[src/rtl/ccpsp_pkg.sv]
// Package for the standard PWM unit: widths, field positions, reset values and encodings.
// Assumes a single 100 MHz system clock domain shared by all users of these names.
package ccpsp_pkg;
	localparam int unsigned TIMER_W = 8;
	localparam int unsigned DUTY_W = 10;
	localparam int unsigned SUB_W = 2;
	localparam int unsigned PRESC_W = 8;
	localparam logic [7:0] PERIOD_RST = 8'hFF;
	localparam logic [7:0] TIMER_RST = 8'h00;
	localparam logic [7:0] DUTY_REG_RST = 8'h00;
	localparam logic [9:0] DUTY_RST = 10'h000;
	localparam logic [1:0] SUB_RST = 2'h0;
	localparam logic [7:0] PRESC_RST = 8'h00;
	// Left alignment: duty_high holds bits 9:2, duty_low bits 7:6 hold bits 1:0.
	localparam int unsigned LEFT_LOW_HI = 7;
	localparam int unsigned LEFT_LOW_LO = 6;
	// Right alignment: duty_high bits 1:0 hold bits 9:8, duty_low holds bits 7:0.
	localparam int unsigned RIGHT_HIGH_HI = 1;
	localparam int unsigned RIGHT_HIGH_LO = 0;
	localparam logic [1:0] SUB_LAST = 2'h3;
	localparam logic [1:0] PS_1 = 2'h0;
	localparam logic [1:0] PS_4 = 2'h1;
	localparam logic [1:0] PS_16 = 2'h2;
	localparam logic [1:0] PS_64 = 2'h3;
	// The timer steps once per four clocks at 1:1, so an N prescale divides by 4N.
	localparam logic [7:0] PS_LAST_4 = 8'h0F;
	localparam logic [7:0] PS_LAST_16 = 8'h3F;
	localparam logic [7:0] PS_LAST_64 = 8'hFF;
	localparam int unsigned PS_SHIFT_4 = 2;
	localparam int unsigned PS_SHIFT_16 = 4;
	localparam int unsigned PS_SHIFT_64 = 6;
	typedef enum logic [0:0] {
		CCPSP_ALIGN_RIGHT = 1'b0,
		CCPSP_ALIGN_LEFT = 1'b1
	} ccpsp_align_type;
endpackage

[src/rtl/ccpsp_tb_if.sv]
// Interface carrying the time base from the period timer to the main unit.
// Assumes both ends sit on the same clock.
`timescale 1ns/1ps
interface ccpsp_tb_if;
	logic [7:0] period_timer_count;
	logic [1:0] sub_bits;
	logic       rollover;
	logic       tick;
	modport timer (output period_timer_count, output sub_bits, output rollover, output tick);
	modport user  (input period_timer_count, input sub_bits, input rollover, input tick);
endinterface

[src/rtl/ccpsp_period_timer.sv]
// 8-bit period timer with prescaler; produces the 10-bit time base and rollover.
// Assumes run and sleep inputs are synchronous to clk.
`timescale 1ns/1ps
module ccpsp_period_timer (
	// Clock and reset.
	input  wire logic       clk,
	input  wire logic       sys_rst,
	// Control.
	input  wire logic       timer_run,
	input  wire logic       sleep,
	input  wire logic [1:0] timer_prescale_sel,
	input  wire logic [7:0] period_limit,
	// Time base out.
	ccpsp_tb_if.timer       tb
);
	logic [7:0] cnt_q;
	logic [7:0] cnt_d;
	logic [1:0] sub_q;
	logic [1:0] sub_d;
	logic [7:0] ps_q;
	logic [7:0] ps_d;
	logic [7:0] ps_last;
	logic [7:0] ps_step;
	logic       step;
	logic       inc;
	logic       roll;

	// Prescale terminal count; the top two prescaler bits supply the sub-bits.
	always_comb begin
		case (timer_prescale_sel)
			ccpsp_pkg::PS_4:  ps_last = ccpsp_pkg::PS_LAST_4;
			ccpsp_pkg::PS_16: ps_last = ccpsp_pkg::PS_LAST_16;
			ccpsp_pkg::PS_64: ps_last = ccpsp_pkg::PS_LAST_64;
			default:          ps_last = ccpsp_pkg::PRESC_RST;
		endcase
	end

	// Counting; sleep freezes every state bit so counting resumes where it stopped.
	always_comb begin
		cnt_d = cnt_q;
		sub_d = sub_q;
		ps_d = ps_q;
		inc = 1'b0;
		roll = 1'b0;
		step = 1'b0;
		ps_step = ps_last >> ccpsp_pkg::SUB_W;
		if (timer_run && !sleep) begin
			if (timer_prescale_sel == ccpsp_pkg::PS_1) begin
				ps_d = ccpsp_pkg::PRESC_RST;
				sub_d = sub_q + 2'h1;
				inc = (sub_q == ccpsp_pkg::SUB_LAST);
				step = 1'b1;
			end else begin
				// The time base moves only when the low prescaler bits wrap.
				step = ((ps_q & ps_step) == ps_step);
				ps_d = (ps_q >= ps_last) ? ccpsp_pkg::PRESC_RST : ps_q + 8'h01;
				inc = (ps_q >= ps_last);
				case (timer_prescale_sel)
					ccpsp_pkg::PS_4:  sub_d = ps_d[ccpsp_pkg::PS_SHIFT_4 +: 2];
					ccpsp_pkg::PS_16: sub_d = ps_d[ccpsp_pkg::PS_SHIFT_16 +: 2];
					default:          sub_d = ps_d[ccpsp_pkg::PS_SHIFT_64 +: 2];
				endcase
			end
			if (inc) begin
				roll = (cnt_q == period_limit);
				cnt_d = roll ? ccpsp_pkg::TIMER_RST : cnt_q + 8'h01;
			end
		end
	end

	// State registers.
	always_ff @(posedge clk) begin
		if (sys_rst) begin
			cnt_q <= ccpsp_pkg::TIMER_RST;
			sub_q <= ccpsp_pkg::SUB_RST;
			ps_q <= ccpsp_pkg::PRESC_RST;
		end else begin
			cnt_q <= cnt_d;
			sub_q <= sub_d;
			ps_q <= ps_d;
		end
	end

	assign tb.period_timer_count = cnt_q;
	assign tb.sub_bits = sub_q;
	assign tb.rollover = roll;
	assign tb.tick = step; // Time base advances at the next edge.

	a_roll_clears: assert property (@(posedge clk) disable iff (sys_rst)
		roll |=> cnt_q == ccpsp_pkg::TIMER_RST) else $error("timer not cleared");
	a_sleep_holds: assert property (@(posedge clk) disable iff (sys_rst)
		sleep |=> $stable(cnt_q)) else $error("timer moved in sleep");
endmodule

[src/rtl/ccpsp_unit.sv]
// Standard PWM unit top: duty double buffer, compare, pin driver and timer flag.
// Assumes all control inputs come from logic on clk; no register bus exists.
`timescale 1ns/1ps
module ccpsp_unit (
	// Clock and reset.
	input  wire logic       clk,
	input  wire logic       sys_rst,
	// Power state.
	input  wire logic       sleep,
	// Software-side control.
	input  wire logic       unit_enable,
	input  wire logic       duty_align_bit,
	input  wire logic [7:0] duty_high,
	input  wire logic [7:0] duty_low,
	input  wire logic       duty_write,
	input  wire logic [7:0] period_reg,
	input  wire logic       period_write,
	input  wire logic [1:0] timer_prescale_sel,
	input  wire logic       timer_run,
	input  wire logic       pin_dir_write,
	input  wire logic       pin_dir_in,
	input  wire logic       flag_clear,
	// Status.
	output logic            output_level_bit,
	output logic            period_timer_flag,
	output logic [7:0]      period_timer_count,
	// Pin.
	output logic            pwm_out_pin,
	output logic            pwm_out_oe
);
	ccpsp_tb_if tbus ();

	logic [7:0] dh_q;
	logic [7:0] dh_d;
	logic [7:0] dl_q;
	logic [7:0] dl_d;
	logic       fmt_q;
	logic       fmt_d;
	logic [7:0] per_q;
	logic [7:0] per_d;
	logic [9:0] duty_buf_q;
	logic [9:0] duty_buf_d;
	logic       lvl_q;
	logic       lvl_d;
	logic       flag_q;
	logic       flag_d;
	logic       dir_in_q;
	logic       dir_in_d;
	logic [7:0] cnt_q;
	logic [9:0] tbase;
	logic [9:0] tbase_next;
	logic [9:0] duty_sw;

	// Assemble the 10-bit duty from the two registers per the alignment bit.
	function automatic logic [9:0] duty_join(input logic fmt, input logic [7:0] hi,
		input logic [7:0] lo);
		if (fmt == ccpsp_pkg::CCPSP_ALIGN_LEFT)
			duty_join = {hi, lo[ccpsp_pkg::LEFT_LOW_HI:ccpsp_pkg::LEFT_LOW_LO]};
		else
			duty_join = {hi[ccpsp_pkg::RIGHT_HIGH_HI:ccpsp_pkg::RIGHT_HIGH_LO], lo};
	endfunction

	// The timer lives in its own module; the postscaler is not modelled because it
	// never feeds the PWM period.
	ccpsp_period_timer u_timer (
		.clk                (clk),
		.sys_rst            (sys_rst),
		.timer_run          (timer_run),
		.sleep              (sleep),
		.timer_prescale_sel (timer_prescale_sel),
		.period_limit       (per_q),
		.tb                 (tbus.timer)
	);

	assign duty_sw = duty_join(fmt_q, dh_q, dl_q);
	assign tbase = {tbus.period_timer_count, tbus.sub_bits};
	// Comparing the next time base lets the pin fall exactly as the match starts.
	assign tbase_next = tbase + 10'h001;

	// Software-visible registers; writes are accepted any time, even in sleep.
	always_comb begin
		dh_d = dh_q;
		dl_d = dl_q;
		fmt_d = duty_align_bit;
		per_d = per_q;
		dir_in_d = dir_in_q;
		if (duty_write) begin
			dh_d = duty_high;
			dl_d = duty_low;
		end
		if (period_write)
			per_d = period_reg;
		if (pin_dir_write)
			dir_in_d = pin_dir_in;
	end

	// Output logic: buffer loads at rollover, pin set there unless the new duty is zero, compare clears the pin.
	// The compare only sees the buffered value, so a mid-period write cannot glitch.
	always_comb begin
		duty_buf_d = duty_buf_q;
		lvl_d = lvl_q;
		if (!unit_enable) begin
			lvl_d = 1'b0;
		end else if (tbus.tick) begin
			if (tbus.rollover) begin
				duty_buf_d = duty_sw;
				lvl_d = (duty_sw != ccpsp_pkg::DUTY_RST);
			end else if (tbase_next == duty_buf_q) begin
				lvl_d = 1'b0;
			end
		end
	end

	// Timer flag: hardware set wins over a software clear in the same cycle.
	always_comb begin
		flag_d = flag_q;
		if (flag_clear)
			flag_d = 1'b0;
		if (tbus.rollover)
			flag_d = 1'b1;
	end

	// State registers; reset returns defaults and turns the pin to input.
	always_ff @(posedge clk) begin
		if (sys_rst) begin
			dh_q <= ccpsp_pkg::DUTY_REG_RST;
			dl_q <= ccpsp_pkg::DUTY_REG_RST;
			fmt_q <= 1'b0;
			per_q <= ccpsp_pkg::PERIOD_RST;
			duty_buf_q <= ccpsp_pkg::DUTY_RST;
			lvl_q <= 1'b0;
			flag_q <= 1'b0;
			dir_in_q <= 1'b1;
			cnt_q <= ccpsp_pkg::TIMER_RST;
		end else begin
			dh_q <= dh_d;
			dl_q <= dl_d;
			fmt_q <= fmt_d;
			per_q <= per_d;
			duty_buf_q <= duty_buf_d;
			lvl_q <= lvl_d;
			flag_q <= flag_d;
			dir_in_q <= dir_in_d;
			cnt_q <= tbus.period_timer_count;
		end
	end

	// Outputs straight from flip-flops.
	assign pwm_out_pin = lvl_q;
	assign pwm_out_oe = !dir_in_q;
	assign output_level_bit = lvl_q;
	assign period_timer_flag = flag_q;
	assign period_timer_count = cnt_q;

	a_pin_set_roll: assert property (@(posedge clk) disable iff (sys_rst)
		unit_enable && tbus.tick && tbus.rollover && duty_sw != ccpsp_pkg::DUTY_RST
		|=> lvl_q) else $error("pin not set at rollover");
	a_zero_duty_low: assert property (@(posedge clk) disable iff (sys_rst)
		tbus.rollover && duty_sw == ccpsp_pkg::DUTY_RST |=> !lvl_q)
		else $error("pin set with zero duty");
	a_buf_loaded: assert property (@(posedge clk) disable iff (sys_rst)
		unit_enable && tbus.tick && tbus.rollover |=> duty_buf_q == $past(duty_sw))
		else $error("duty buffer not loaded");
	a_buf_held: assert property (@(posedge clk) disable iff (sys_rst)
		!tbus.rollover |=> $stable(duty_buf_q)) else $error("buffer changed mid period");
	a_match_clears: assert property (@(posedge clk) disable iff (sys_rst)
		tbus.tick && !tbus.rollover && tbase_next == duty_buf_q |=> !lvl_q)
		else $error("pin not cleared on match");
	a_no_rise_mid: assert property (@(posedge clk) disable iff (sys_rst)
		!tbus.rollover && !lvl_q |=> !lvl_q) else $error("pin rose mid period");
	a_flag_sets: assert property (@(posedge clk) disable iff (sys_rst)
		tbus.rollover |=> flag_q) else $error("timer flag not set");
	a_sleep_freeze: assert property (@(posedge clk) disable iff (sys_rst)
		sleep && unit_enable |=> $stable(lvl_q) && $stable(duty_buf_q))
		else $error("state moved in sleep");
	a_level_bit: assert property (@(posedge clk) disable iff (sys_rst)
		output_level_bit == pwm_out_pin) else $error("level bit mismatch");
	a_reset_input: assert property (@(posedge clk) sys_rst |=> !pwm_out_oe && !pwm_out_pin)
		else $error("pin driven after reset");

	c_rollover: cover property (@(posedge clk) disable iff (sys_rst) tbus.rollover && lvl_d);
	c_match: cover property (@(posedge clk) disable iff (sys_rst) lvl_q ##1 !lvl_q);
	c_sleep: cover property (@(posedge clk) disable iff (sys_rst) sleep && lvl_q);
	c_flag_race: cover property (@(posedge clk) disable iff (sys_rst)
		flag_clear && tbus.rollover);
endmodule

[config.mk]
export PLATFORM = sky130hd
export DESIGN_NAME = ccpsp_unit
export DESIGN_NICKNAME = d
export VERILOG_FILES = /design/src/rtl/ccpsp_pkg.sv /design/src/rtl/ccpsp_tb_if.sv /design/src/rtl/ccpsp_period_timer.sv /design/src/rtl/ccpsp_unit.sv
export SDC_FILE = /design/constraint.sdc
export NUM_CORES = 1
export LEC_CHECK = 0
export BUFFER_PORTS_ARGS = -buffer_cell sky130_fd_sc_hd__buf_4
export CAP_MARGIN = 5
export CORE_ASPECT_RATIO = 1.75
export CORE_MARGIN = 2
export CORE_UTILIZATION = 62
export CTS_CLUSTER_DIAMETER = 120
export DETAILED_ROUTE_END_ITERATION = 7
export PLACE_DENSITY = 0.85
export RECOVER_POWER = 25
export SETUP_SLACK_MARGIN = 0.5
export SLEW_MARGIN = 10
export SYNTH_ARGS = -nofsm -noshare
export SYNTH_HDL_FRONTEND = slang
export SYNTH_SLANG_ARGS = --single-unit
[constraint.sdc]
create_clock -name clk -period 6.9 [get_ports clk]
set_input_delay 0.69 -clock clk [delete_from_list [all_inputs] [get_ports clk]]
set_output_delay 0.69 -clock clk [all_outputs]
set_load 0.02 [all_outputs]
Yosys cells after proc, flatten, opt, wreduce, memory -nomap -nowiden
Index checks and enable logic that the tools add are counted.

cells by class
  add/subtract/negate cells = 4
  magnitude comparators = 1
  equality and inequality tests = 7
  muxes and demuxes = 17
  bitwise gates (word level) = 2
  reductions and logical operators = 11

operators with widths
  cell                                                  count
  two-way mux 8 bit                                     3
  one-hot mux 8 bit (3 select lines)                    1
  adder 8 x 1 -> 8 bit (second input constant)          2
  adder 10 x 1 -> 10 bit (second input constant)        1
  equality test 10 bit                                  1
  two-way mux 1 bit                                     10
  two-way mux 10 bit                                    1
  nonzero test 10 bit                                   1
  AND 8 x 6 -> 8 bit                                    1
  equality test 8 x 6 -> 1 bit                          1
  equality test 8 bit                                   1
  >= comparator 8 bit                                   1
  equality test 2 bit (second input constant)           3
  one-hot mux 2 bit (2 select lines)                    1
  AND reduction 2 bit                                   2
  nonzero test 2 bit                                    2
  AND reduction 3 bit                                   1
  adder 2 x 1 -> 2 bit (second input constant)          1
  equality test 2 x 1 -> 1 bit (second input constant)  1
  zero test 1 bit                                       2
  zero test 2 bit                                       1
  two-way mux 2 bit                                     1
  OR reduction 2 bit                                    1
  logical AND 1 bit                                     1
  NOT 1 bit                                             1

word-level totals
  register bits = 64
  input port bits = 37

Depth between registers and ports, before layout
Gate-level depths: netlist (run 1).

  word-level depth = 9
  mapped depth = 11

Hierarchy
A second synthesis (run 1) with hierarchy kept.

unflattened totals
  cell total of the unflattened synthesis = 386
  area, all modules = 3425.8 um^2

by module, submodules not included
  module              times used  cells each  area an instance (um^2)  seq. area each (um^2)
  ccpsp_unit          1           207         2001.9                   920.9
  ccpsp_period_timer  1           179         1423.9                   360.3

Least setup slack after synthesis (run 1)
Ideal clock, no wire load.

  path kind = input to register
  start point = in timer_prescale_sel[0]
  end point = reg duty_buf_q[0]
  setup time = 128 ps
  arrival = 2646 ps
  path slack = 4127 ps
  stages on the path = 11
  buffers on the path = 1
  cell sequence = inv_1 ha_1 inv_1 ha_1 or4_1 a31oi_2 o41ai_4 nand4_1 buf_4 mux2i_1 nor2_1

between the ends
  longest elaborated chain between the ends = 8
  elaborated cells between the ends (all ways) = 15

RTL lines
  what                                                                 RTL line                  RTL
  from (decl)                                                          ccpsp_unit.sv:18          input wire logic [1:0] timer_prescale_sel,
  equality test 2 bit or equality test 2 x 1 -> 1 bit (tied branches)  ccpsp_period_timer.sv:30  case (timer_prescale_sel)
  one-hot mux 8 bit (3 select lines)                                   ccpsp_period_timer.sv:30
  >= comparator 8 bit                                                  ccpsp_period_timer.sv:57  inc = (ps_q >= ps_last);
  two-way mux 1 bit                                                    ccpsp_period_timer.sv:48  if (timer_prescale_sel == ccpsp_pkg::PS_1) begin
  two-way mux 1 bit                                                    ccpsp_period_timer.sv:47  if (timer_run && !sleep) begin
  two-way mux 1 bit                                                    ccpsp_period_timer.sv:64  if (inc) begin
  two-way mux 1 bit                                                    ccpsp_period_timer.sv:47
  AND reduction 3 bit (no source line) (*)                             n/a
  to (signal assigned)                                                 ccpsp_unit.sv:130         duty_buf_q <= ccpsp_pkg::DUTY_RST;
  to (signal assigned)                                                 ccpsp_unit.sv:140         duty_buf_q <= duty_buf_d;
  to (decl)                                                            ccpsp_unit.sv:41          logic [9:0] duty_buf_q;

Mark *: on every way between the ends. The rest lies on a longest branch, timed or not. The select of a mux whose other input is x is not followed.
A chain may end at the register's enable or synchronous reset.

Final worst setup path (run 1)
  start point = in timer_prescale_sel[0]
  end point = reg duty_buf_q[1]

Same word-level chain as after synthesis.

==> metrics, run 1 <==
outcome=finished, violations left; violated checks=max-capacitance violations, max-slew violations; antenna violations before repair=0; post-synthesis compound-gate area fraction=0.107; vias=2,825; DR iter-0 viols=152; setup TNS=0 ns; IO Count=49; final wirelength=7310 um; adder-cell share of the synthesized area=0.0510; CP delay by family, top=simple AND/OR/NAND/NOR gates; pin count of the biggest net entering global routing=55; DRT antenna net count=0; sequential fraction of the synthesis area=0.373; vias in the first global route=2,697; EDFF count, synth=0; cell chain of the critical path=buf_4 -> inv_1 -> ha_1 -> nor2_1 -> ha_1 -> nand4_1 -> o41ai_4 -> nand4_1 -> mux2i_1 -> nor2_1; pwr dens=192 nW/um^2; post-synth cell types=51; Tmin final=3.50 ns; Yosys warning count=0; Max clock buf depth=2; H-tree lvl count=3; Worst path slowest cell=nand4_1; Slew @ Worst Pin=2.23 ns; Synth Area in XOR/XNOR=0.0688; die width=60.3 um; P_leak=1.69 nW; via/cell ratio=5.74; nets@finish=465; number of port buffers=48; #FFs+latches synth=64; count leader, synth=dfxtp_1; RSZ-0062 raised after global routing=false; num rows=35; clk_lat worst skew=0.33 ns; final period utilization=0.508; CTS resizes=0; CTS tree=built; Crit path depth=10; worst flop-to-flop path endpoint=duty_buf_q[1]; Avg Inst Size Synth=8.97 sq um; hpwl dp=5390 um; DRC violations left=0; async set-reset flop share out of synthesis=0; diode count=0; placer congestion estimate=0.908; kind of critical path=in2reg; share of post-route cells with drive strength above 1=0.194; Hold-fix buffers, CTS=0; Post-Synth Simple-Gate Area=0.207; grt ovf=0; overall routing resource usage=0.258; multiplexer area fraction after synthesis=0.138; drt wl/cell=14.9 um; ys flop type=dfxtp_1; reg2reg start=u_timer.ps_q[0]; Max Clk Rate=286 MHz; peak supply drop=0.000177 V; Gate Count Post-Synth=383; CP Launch Type=primary input; Slowest Stage Delay on Critical Path=0.73 ns; worst reg2reg setup slack=3.81 ns; clk sink count=64; post-synth top area share=0.373; first-pass GRT wire length=12,000 um; post-synth top area cell=dfxtp_1; crit-path max FO=13; root buf cell=clkbuf_8; Die Y=102 um; Worst Path Arrival=3.64 ns; Worst Setup EP=duty_buf_q[1]; largest cells by area after synthesis=dfxtp_1, mux2i_1, ha_1; syn nets=434; die area=6180 sq um; Worst-path clk slew=0.06 ns; endpoints failing setup=0; setup bufs post-CTS=0; Max Slew Vio Count=55; Syn Std Cell Area=3440 sq um; largest family of logic cells by synthesized area=simple AND/OR/NAND/NOR gates; CP Buf/Inv Count=2; Commonest cells post-synth=dfxtp_1, nor2_1, mux2i_1; Worst Hold Class=reg2reg; Reg2Reg Depth=8; hold path depth=2; Max Cap Violations=1; Pre-antenna DRT Iters=4; slew margin rel.=-0.488; Inserted Clock Buffers=9; Setup crit start=timer_prescale_sel[0]; Layout Skew=0.00710 ns; Worst Hold Slack=0.473 ns; area grow syn2layout=13.7%; CP endpoint kind=register; Core ar.=5300 sq um; hold violation total from the final report=0; worst path required time=7.04 ns; Initial Utilization=0.648
==> worst reg2reg max path: stages, from the launching register on <==
cell and delay [ns]:
dfxtp_1 0.41, inv_1 0.10, ha_1 0.32, a2bb2oi_2 0.13
a21oi_1 0.10, o41ai_4 0.64, nand4_1 0.73, mux2i_1 0.39
nor2_1 0.06
==> power breakdown <==
part	total, mW	switching [mW]	internal, mW
Combinational	0.0803	0.0389	0.0414
Sequential	0.391	0.0112	0.380
Clock	0.278	0.131	0.147
==> placed cells by master, fill, tap and decap left out, types with 9 or more instances in the layout <==
cell type and instances:
clkbuf_8 11, ha_1 14, nand3_1 15, buf_4 47, nor2b_1 14, o21ai_0 12
mux2i_1 36, xnor2_1 18, mux2_2 10, a21oi_1 20, dfxtp_1 64, nand2_1 20
xor2_1 9, inv_1 11, nor2_1 46
==> sequential cells by signal (all words and copies together), names as in the netlist, 2 cells and up <==
name                           flops
duty_buf_q                        10
dh_q                               8
dl_q                               8
per_q                              8
period_timer_count                 8
u_timer.ps_q                       8
u_timer.tb.period_timer_count      8
u_timer.tb.sub_bits                2
==> how the worst min path moves through the flow <==
stage | to | from
CTS | period_timer_flag | period_timer_flag
finish | period_timer_flag | period_timer_flag
global placement | period_timer_flag | period_timer_flag
detailed placement | period_timer_flag | period_timer_flag
floorplan | u_timer.ps_q[7] | u_timer.ps_q[7]
global route | period_timer_flag | period_timer_flag
==> stage by stage <==
| step | power (mW) | area, sq um | utilization | cells | setup WS [ns] |
|---|---|---|---|---|---|
| floorplan | 0.451 | 3440 | - | 383 | 4.13 |
| global placement | 0.476 | 3740 | 0.705 | 477 | 3.29 |
| detailed placement | 0.479 | 3740 | 0.705 | 477 | 3.13 |
| CTS | 0.757 | 3910 | 0.738 | 492 | 3.47 |
| global route | 0.782 | 3910 | 0.737 | 492 | 3.16 |
| finish | 0.750 | 3910 | 0.737 | 492 | 3.40 |
==> cell families after synthesis <==
logic type / count (synthesis)
buffers and inverters: 39
flip-flops: 64
multiplexers: 46
XOR/XNOR: 27
AO/OA/AOI/OAI: 54
AND/OR/NAND/NOR: 139
adder cells (fa/ha/maj): 14
==> layout make-up <==
type	instances	area, sq um
Timing Repair Buffer	48	357
Fill cell	409	1390
Tap cell	74	92.6
Clock inverter	3	17.5
Sequential cell	64	1280
Multi-Input combinational cell	280	1960
Clock buffer	12	155
Inverter	11	41.3
==> layer usage <==
metal | up-vias | global-route usage | share of wire
li1 | 1396 | - | -
met1 | 1348 | 0.268 | 0.38
met2 | 64 | 0.480 | 0.56
met3 | 17 | 0.0557 | 0.038
met4 | 0 | 0.103 | 0.024
met5 | - | 0 | 0
(Power assumes the default switching activity.)
==> run 2: changes to the inputs <==
- ABC_AREA: default -> 1
- CORE_UTILIZATION: 62 -> 52
- PLACE_DENSITY: 0.85 -> 0.76
- clock period: 6.9 -> 3.1 ns (I/O delays scaled with it)
==> run 2 against run 1 <==
Net effect: the flow now finishes without violations; die area increased by 18%; sequential cell count unchanged; synthesized cell count up 32%; clock power grew to 3.8 times the previous value; register-to-register slack worse by 2.7 ns; count of clock-buffer cells in the layout rose by 2; sequential power rose by 120%; wire length up 11%; clock skew shrank 0.0015 ns; first-iteration DRC count shrank 9.9%; design area rose by 5.3%; critical path depth fell by 5; largest power group is now the clock network; highest routed layer unchanged.
==> metrics, run 2 <==
outcome=finished, final reports clean; Worst path slowest cell=clkbuf_1; cell chain of the critical path=clkbuf_1 -> inv_1 -> clkbuf_1 -> o21ai_0 -> a21oi_1; reg2reg start=u_timer.ps_q[5]; Layout Skew=0.00557 ns; count leader, synth=nand2_1; CP endpoint kind=register; post-synth top area share=0.373; CTS tree=built; via/cell ratio=5.19; CTS resizes=0; Syn Std Cell Area=3440 sq um; die width=65.5 um; slew margin rel.=0.160; non-filler cells, final=634; kind of critical path=in2reg; placer congestion estimate=0.952; hold path depth=2; Worst Hold Class=in2reg; Max Slew Vio Count=0; setup TNS=0 ns; Commonest cells post-synth=nand2_1, nor2_1, dfxtp_1; Core ar.=6440 sq um; number of port buffers=48; final wirelength=8080 um; final period utilization=0.724; drt wl/cell=12.7 um; share of post-route cells with drive strength above 1=0.138; nets@finish=598; Avg Inst Size Synth=6.78 sq um; Slew @ Worst Pin=1.26 ns; CP Launch Type=primary input; DRT antenna net count=0; hold path start=pin_dir_write; area grow syn2layout=19.6%; hold violation total from the final report=0; post-synth top area cell=dfxtp_1; post-place setup slack=0.737 ns; hpwl dp=6150 um; overall routing resource usage=0.239; Yosys warning count=0; DRC violations left=0; Gate Count Post-Synth=507; root buf cell=clkbuf_16; die area=7300 sq um; most common cell after layout, fill and taps aside=nand2_1; pwr dens=511 nW/um^2; Hold-fix buffers, CTS=0; Tmin final=2.25 ns; most frequent cells in the layout=nand2_1, nor2_1, dfxtp_1; vias=3,293; Worst Path Arrival=2.51 ns; grt ovf=0; DR iter-0 viols=137; clk_lat worst skew=0.33 ns; first-pass GRT wire length=13,600 um; largest cells by area after synthesis=dfxtp_1, nand2_1, nor2_1; pin count of the biggest net entering global routing=35; Inserted Clock Buffers=9; H-tree lvl count=3; Max Cap Violations=0; CP delay by family, top=buffers and inverters; dpl cells=618; final worst slack=0.854 ns; worst path required time=3.36 ns; Initial Utilization=0.534; clk sink count=64; sequential fraction of the synthesis area=0.373; num rows=39; Reg2Reg Depth=10; Slowest Stage Delay on Critical Path=0.96 ns; async set-reset flop share out of synthesis=0; vias in the first global route=3,104; Die Y=112 um; #FFs+latches synth=64; Setup crit start=sys_rst; crit-path max FO=34; antenna violations before repair=0; CP Buf/Inv Count=3; diode count=0; ys flop type=dfxtp_1; max reg flops=10; EDFF count, synth=0; Max Clk Rate=445 MHz; post-synth cell types=30; IO Count=49; P_leak=1.85 nW; peak supply drop=0.000419 V; syn nets=558; endpoints failing setup=0; RSZ-0062 raised after global routing=false; Top cell by count, worst path=clkbuf_1; Largest Register=duty_buf_q; Pre-antenna DRT Iters=4; setup bufs post-CTS=0; Max clock buf depth=2; Worst-path clk slew=0.05 ns; Crit path depth=5
## run 2: cell types whose count changed in the layout (fill, tap and decap cells not counted), moves of 11 or more
cell	change
a21oi_1	+11
inv_1	+39
mux2i_1	-35
nand2_1	+102
nand3_1	+21
nor2_1	+32
nor2b_1	-14
o21ai_0	+22
## run 2: path summary, 6_finish.rpt
path                                 end  slack, ns
hold reg to reg                  dh_q[3]       0.46
hold / removal                  dir_in_q       0.18
setup / recovery                 dl_q[7]       0.85
setup reg to reg  u_timer.tb.sub_bits[1]       1.12
## run 2: layout make-up
| class | count | area [sq um] |
|---|---|---|
| well taps | 82 | 103 |
| repair buffers | 49 | 357 |
| clock buffers | 14 | 284 |
| flip-flops and latches | 64 | 1280 |
| multi-input cells | 371 | 1860 |
| inverters | 52 | 195 |
| clock inverters | 2 | 35.0 |
| fillers | 616 | 2330 |
## run 2: through the flow
step	cell area [sq um]	power, mW	utilization	hold WS (ns)
detailed placement	3800	1.06	0.591	0.449
floorplan	3440	0.995	-	0.410
CTS	4120	2.12	0.640	0.162
finish	4110	2.10	0.638	0.178
global placement	3800	1.06	0.591	0.441
global route	4110	2.18	0.638	0.184
## run 2: power breakdown
group | internal [mW] | total (mW) | switching (mW)
clock network | 0.708 | 1.05 | 0.346
logic | 0.0764 | 0.175 | 0.0989
registers | 0.851 | 0.870 | 0.0188
total | 1.64 | 2.10 | 0.464
## run 2: cell families (layout without fill, tap and decap cells)
logic type,after synthesis,after routing,synth area share
adders and majority gates,14,14,0.0510
buffers and inverters,72,117,0.0870
muxes,1,1,0.00291
AOI/OAI and AO/OA,69,69,0.101
and+or+nand+nor,267,267,0.334
DFF,64,64,0.373
xor gates and xnor gates,20,20,0.0510
## run 2: layer usage
layer | up-vias | global-route usage | routed length (um)
met3 | 26 | 0.0616 | 260
met5 | - | 0 | 0
met1 | 1501 | 0.235 | 3100
li1 | 1695 | - | -
met4 | 0 | 0.144 | 363
met2 | 71 | 0.431 | 4360
==> run 3: changes to the inputs <==
- CORE_UTILIZATION: 52 -> 57
- PLACE_DENSITY: 0.76 -> 0.79
- clock period: 3.1 -> 2.1 ns (I/O delays scaled with it)
==> run 3 against run 2 <==
Net effect: design area is 11% higher; register-to-register slack got worse by 0.88 ns; setup slack got worse by 0.61 ns; power rose by 31%; sequential power up 46%; clock power rose by 9.5%; first-iteration DRC count rose by 91%; critical path depth up 6; highest routed layer unchanged.
==> metrics, run 3 (synthesized netlist as in run 2, its figures left out) <==
Max Cap Violations=0; Die Y=107 um; Max clock buf depth=2; CTS tree=built; H-tree lvl count=3; register area=1320 sq um; Slew @ Worst Pin=1.23 ns; reg2reg start=u_timer.ps_q[7]; pwr dens=605 nW/um^2; DR iter-0 viols=262; Largest Register=duty_buf_q; DRT antenna net count=0; first-pass GRT wire length=14,700 um; diode count=0; die width=62.7 um; pin count of the biggest net entering global routing=38; met1 usage=0.269; Pre-antenna DRT Iters=4; slew margin rel.=0.180; Multi-input gate area=2150 sq um; CP Launch Type=register; grt ovf=0; final period utilization=0.884; RSZ-0062 raised after global routing=true; endpoints failing setup=0; clk_lat worst skew=0.36 ns; setup TNS=0 ns; max reg flops=10; Core ar.=5830 sq um; die area=6690 sq um; DRC violations left=0; hpwl dp=6290 um; num rows=37; Inserted Clock Buffers=9; worst flop-to-flop path endpoint=duty_buf_q[0]; Hold-fix buffers, CTS=0; Worst Hold Endpoint=dir_in_q; antenna violations before repair=0; number of fill cells=482; Worst Path Arrival=2.11 ns; crit-path max FO=5; root buf cell=clkbuf_8; worst path required time=2.35 ns; Max Clk Rate=539 MHz; hold path start=pin_dir_write; final wirelength=9420 um; via/cell ratio=5.32; nets@finish=621; peak supply drop=0.000557 V; drt wl/cell=14.4 um; most frequent cells in the layout=nand2_1, nor2_1, buf_4; Worst-path clk slew=0.07 ns; Worst Hold Class=in2reg; clk sink count=64; area grow syn2layout=32.3%; kind of critical path=reg2reg; Final Core Density=0.780; placer congestion estimate=0.933; hold path depth=2; overall routing resource usage=0.284; Tmin final=1.86 ns; vias=3,476; most common cell after layout, fill and taps aside=nand2_1; CP endpoint kind=register; vias in the first global route=3,391; share of post-route cells with drive strength above 1=0.266; Power Total=2.75 mW; Reg2Reg Depth=11; Max Slew Vio Count=0; hold violation total from the final report=0; IO Count=49; outcome=finished, final reports clean; number of port buffers=48; M3 GR Usage=0.0493; Layout Skew=0.00639 ns; met2 Usage GRT=0.545; worst reg2reg setup slack=0.24 ns; Most Crowded Layer GR=met2; Initial Utilization=0.589; P_leak=1.95 nW
==> run 3: cell count changes in the layout (fill, tap and decap cells not counted), moves of 5 or more <==
| cell | delta |
|---|---|
| clkbuf_8 | +9 |
| clkbuf_16 | -9 |
| nor2_1 | -8 |
| ha_1 | -9 |
| nand3_1 | -8 |
| buf_4 | +19 |
| ha_4 | +9 |
| dfxtp_4 | +8 |
| nor2_4 | +6 |
| dfxtp_1 | -16 |
| a21oi_1 | -5 |
| nand3_2 | +6 |
| dfxtp_2 | +8 |
==> run 3: what timing repair did <==
action / CTS / global route
pin swaps: 11 / 4
endpoints found under the setup margin: 30 / 28
gates resized for setup: 44 / 22
cloned: 1 / 1
setup buffers: 7 / 2
==> run 3: worst max-delay path, stage by stage, from the launching register on <==
cell and delay, ns:
dfxtp_4 0.36, ha_4 0.29, nand2_4 0.06, nor2_4 0.14
nor3_4 0.06, buf_6 0.12, nand3_4 0.12, nand3_4 0.13
nor2_4 0.24, nand3_2 0.10, nand2_1 0.08, nor2_1 0.05
==> run 3: where the power goes <==
group / switching, mW / total, mW / internal, mW
clock: 0.471 / 1.15 / 0.676
sequential: 0.0278 / 1.27 / 1.25
combinational: 0.185 / 0.330 / 0.145
==> run 3: through the flow <==
stage                     instance area (sq um)  setup WS, ns  instances  hold slack (ns)
after floorplan                            3550         0.315        507            0.310
after CTS                                  4440         0.371        650           0.0361
final                                      4550         0.244        653           0.0414
after global routing                       4550         0.166        653           0.0543
after detailed placement                   4010       -0.0395        626            0.419
after global placement                     4010        0.0405        626            0.400
==> run 3: worst max path at each step <==
stage,from,cells after the start,end,slack (ns)
3_3_place_gp,timer_prescale_sel[0],15,u_timer.tb.period_timer_count[6],0.04
4_1_cts,u_timer.ps_q[0],13,duty_buf_q[8],0.37
2_1_floorplan,timer_prescale_sel[0],11,u_timer.ps_q[5],0.31
3_5_place_dp,timer_prescale_sel[0],13,u_timer.tb.period_timer_count[0],-0.04
5_1_grt,u_timer.ps_q[1],13,duty_buf_q[0],0.17
6_report,u_timer.ps_q[7],11,duty_buf_q[0],0.24
==> run 3: metal layers <==
| metal | part of all wire | vias to the layer above |
|---|---|---|
| met2 | 0.55 | 93 |
| met1 | 0.37 | 1602 |
| met3 | 0.039 | 35 |
| li1 | - | 1746 |
| met4 | 0.046 | 0 |
| met5 | 0 | - |
==> run 3: final cells by class <==
| type | instances | area share |
|---|---|---|
| repair buffers | 70 | 0.118 |
| clock buffers | 14 | 0.0402 |
| inverters | 52 | 0.0501 |
| well taps | 78 | 0.0215 |
| clock inverters | 2 | 0.00770 |
| flip-flops and latches | 64 | 0.291 |
| multi-input cells | 373 | 0.472 |
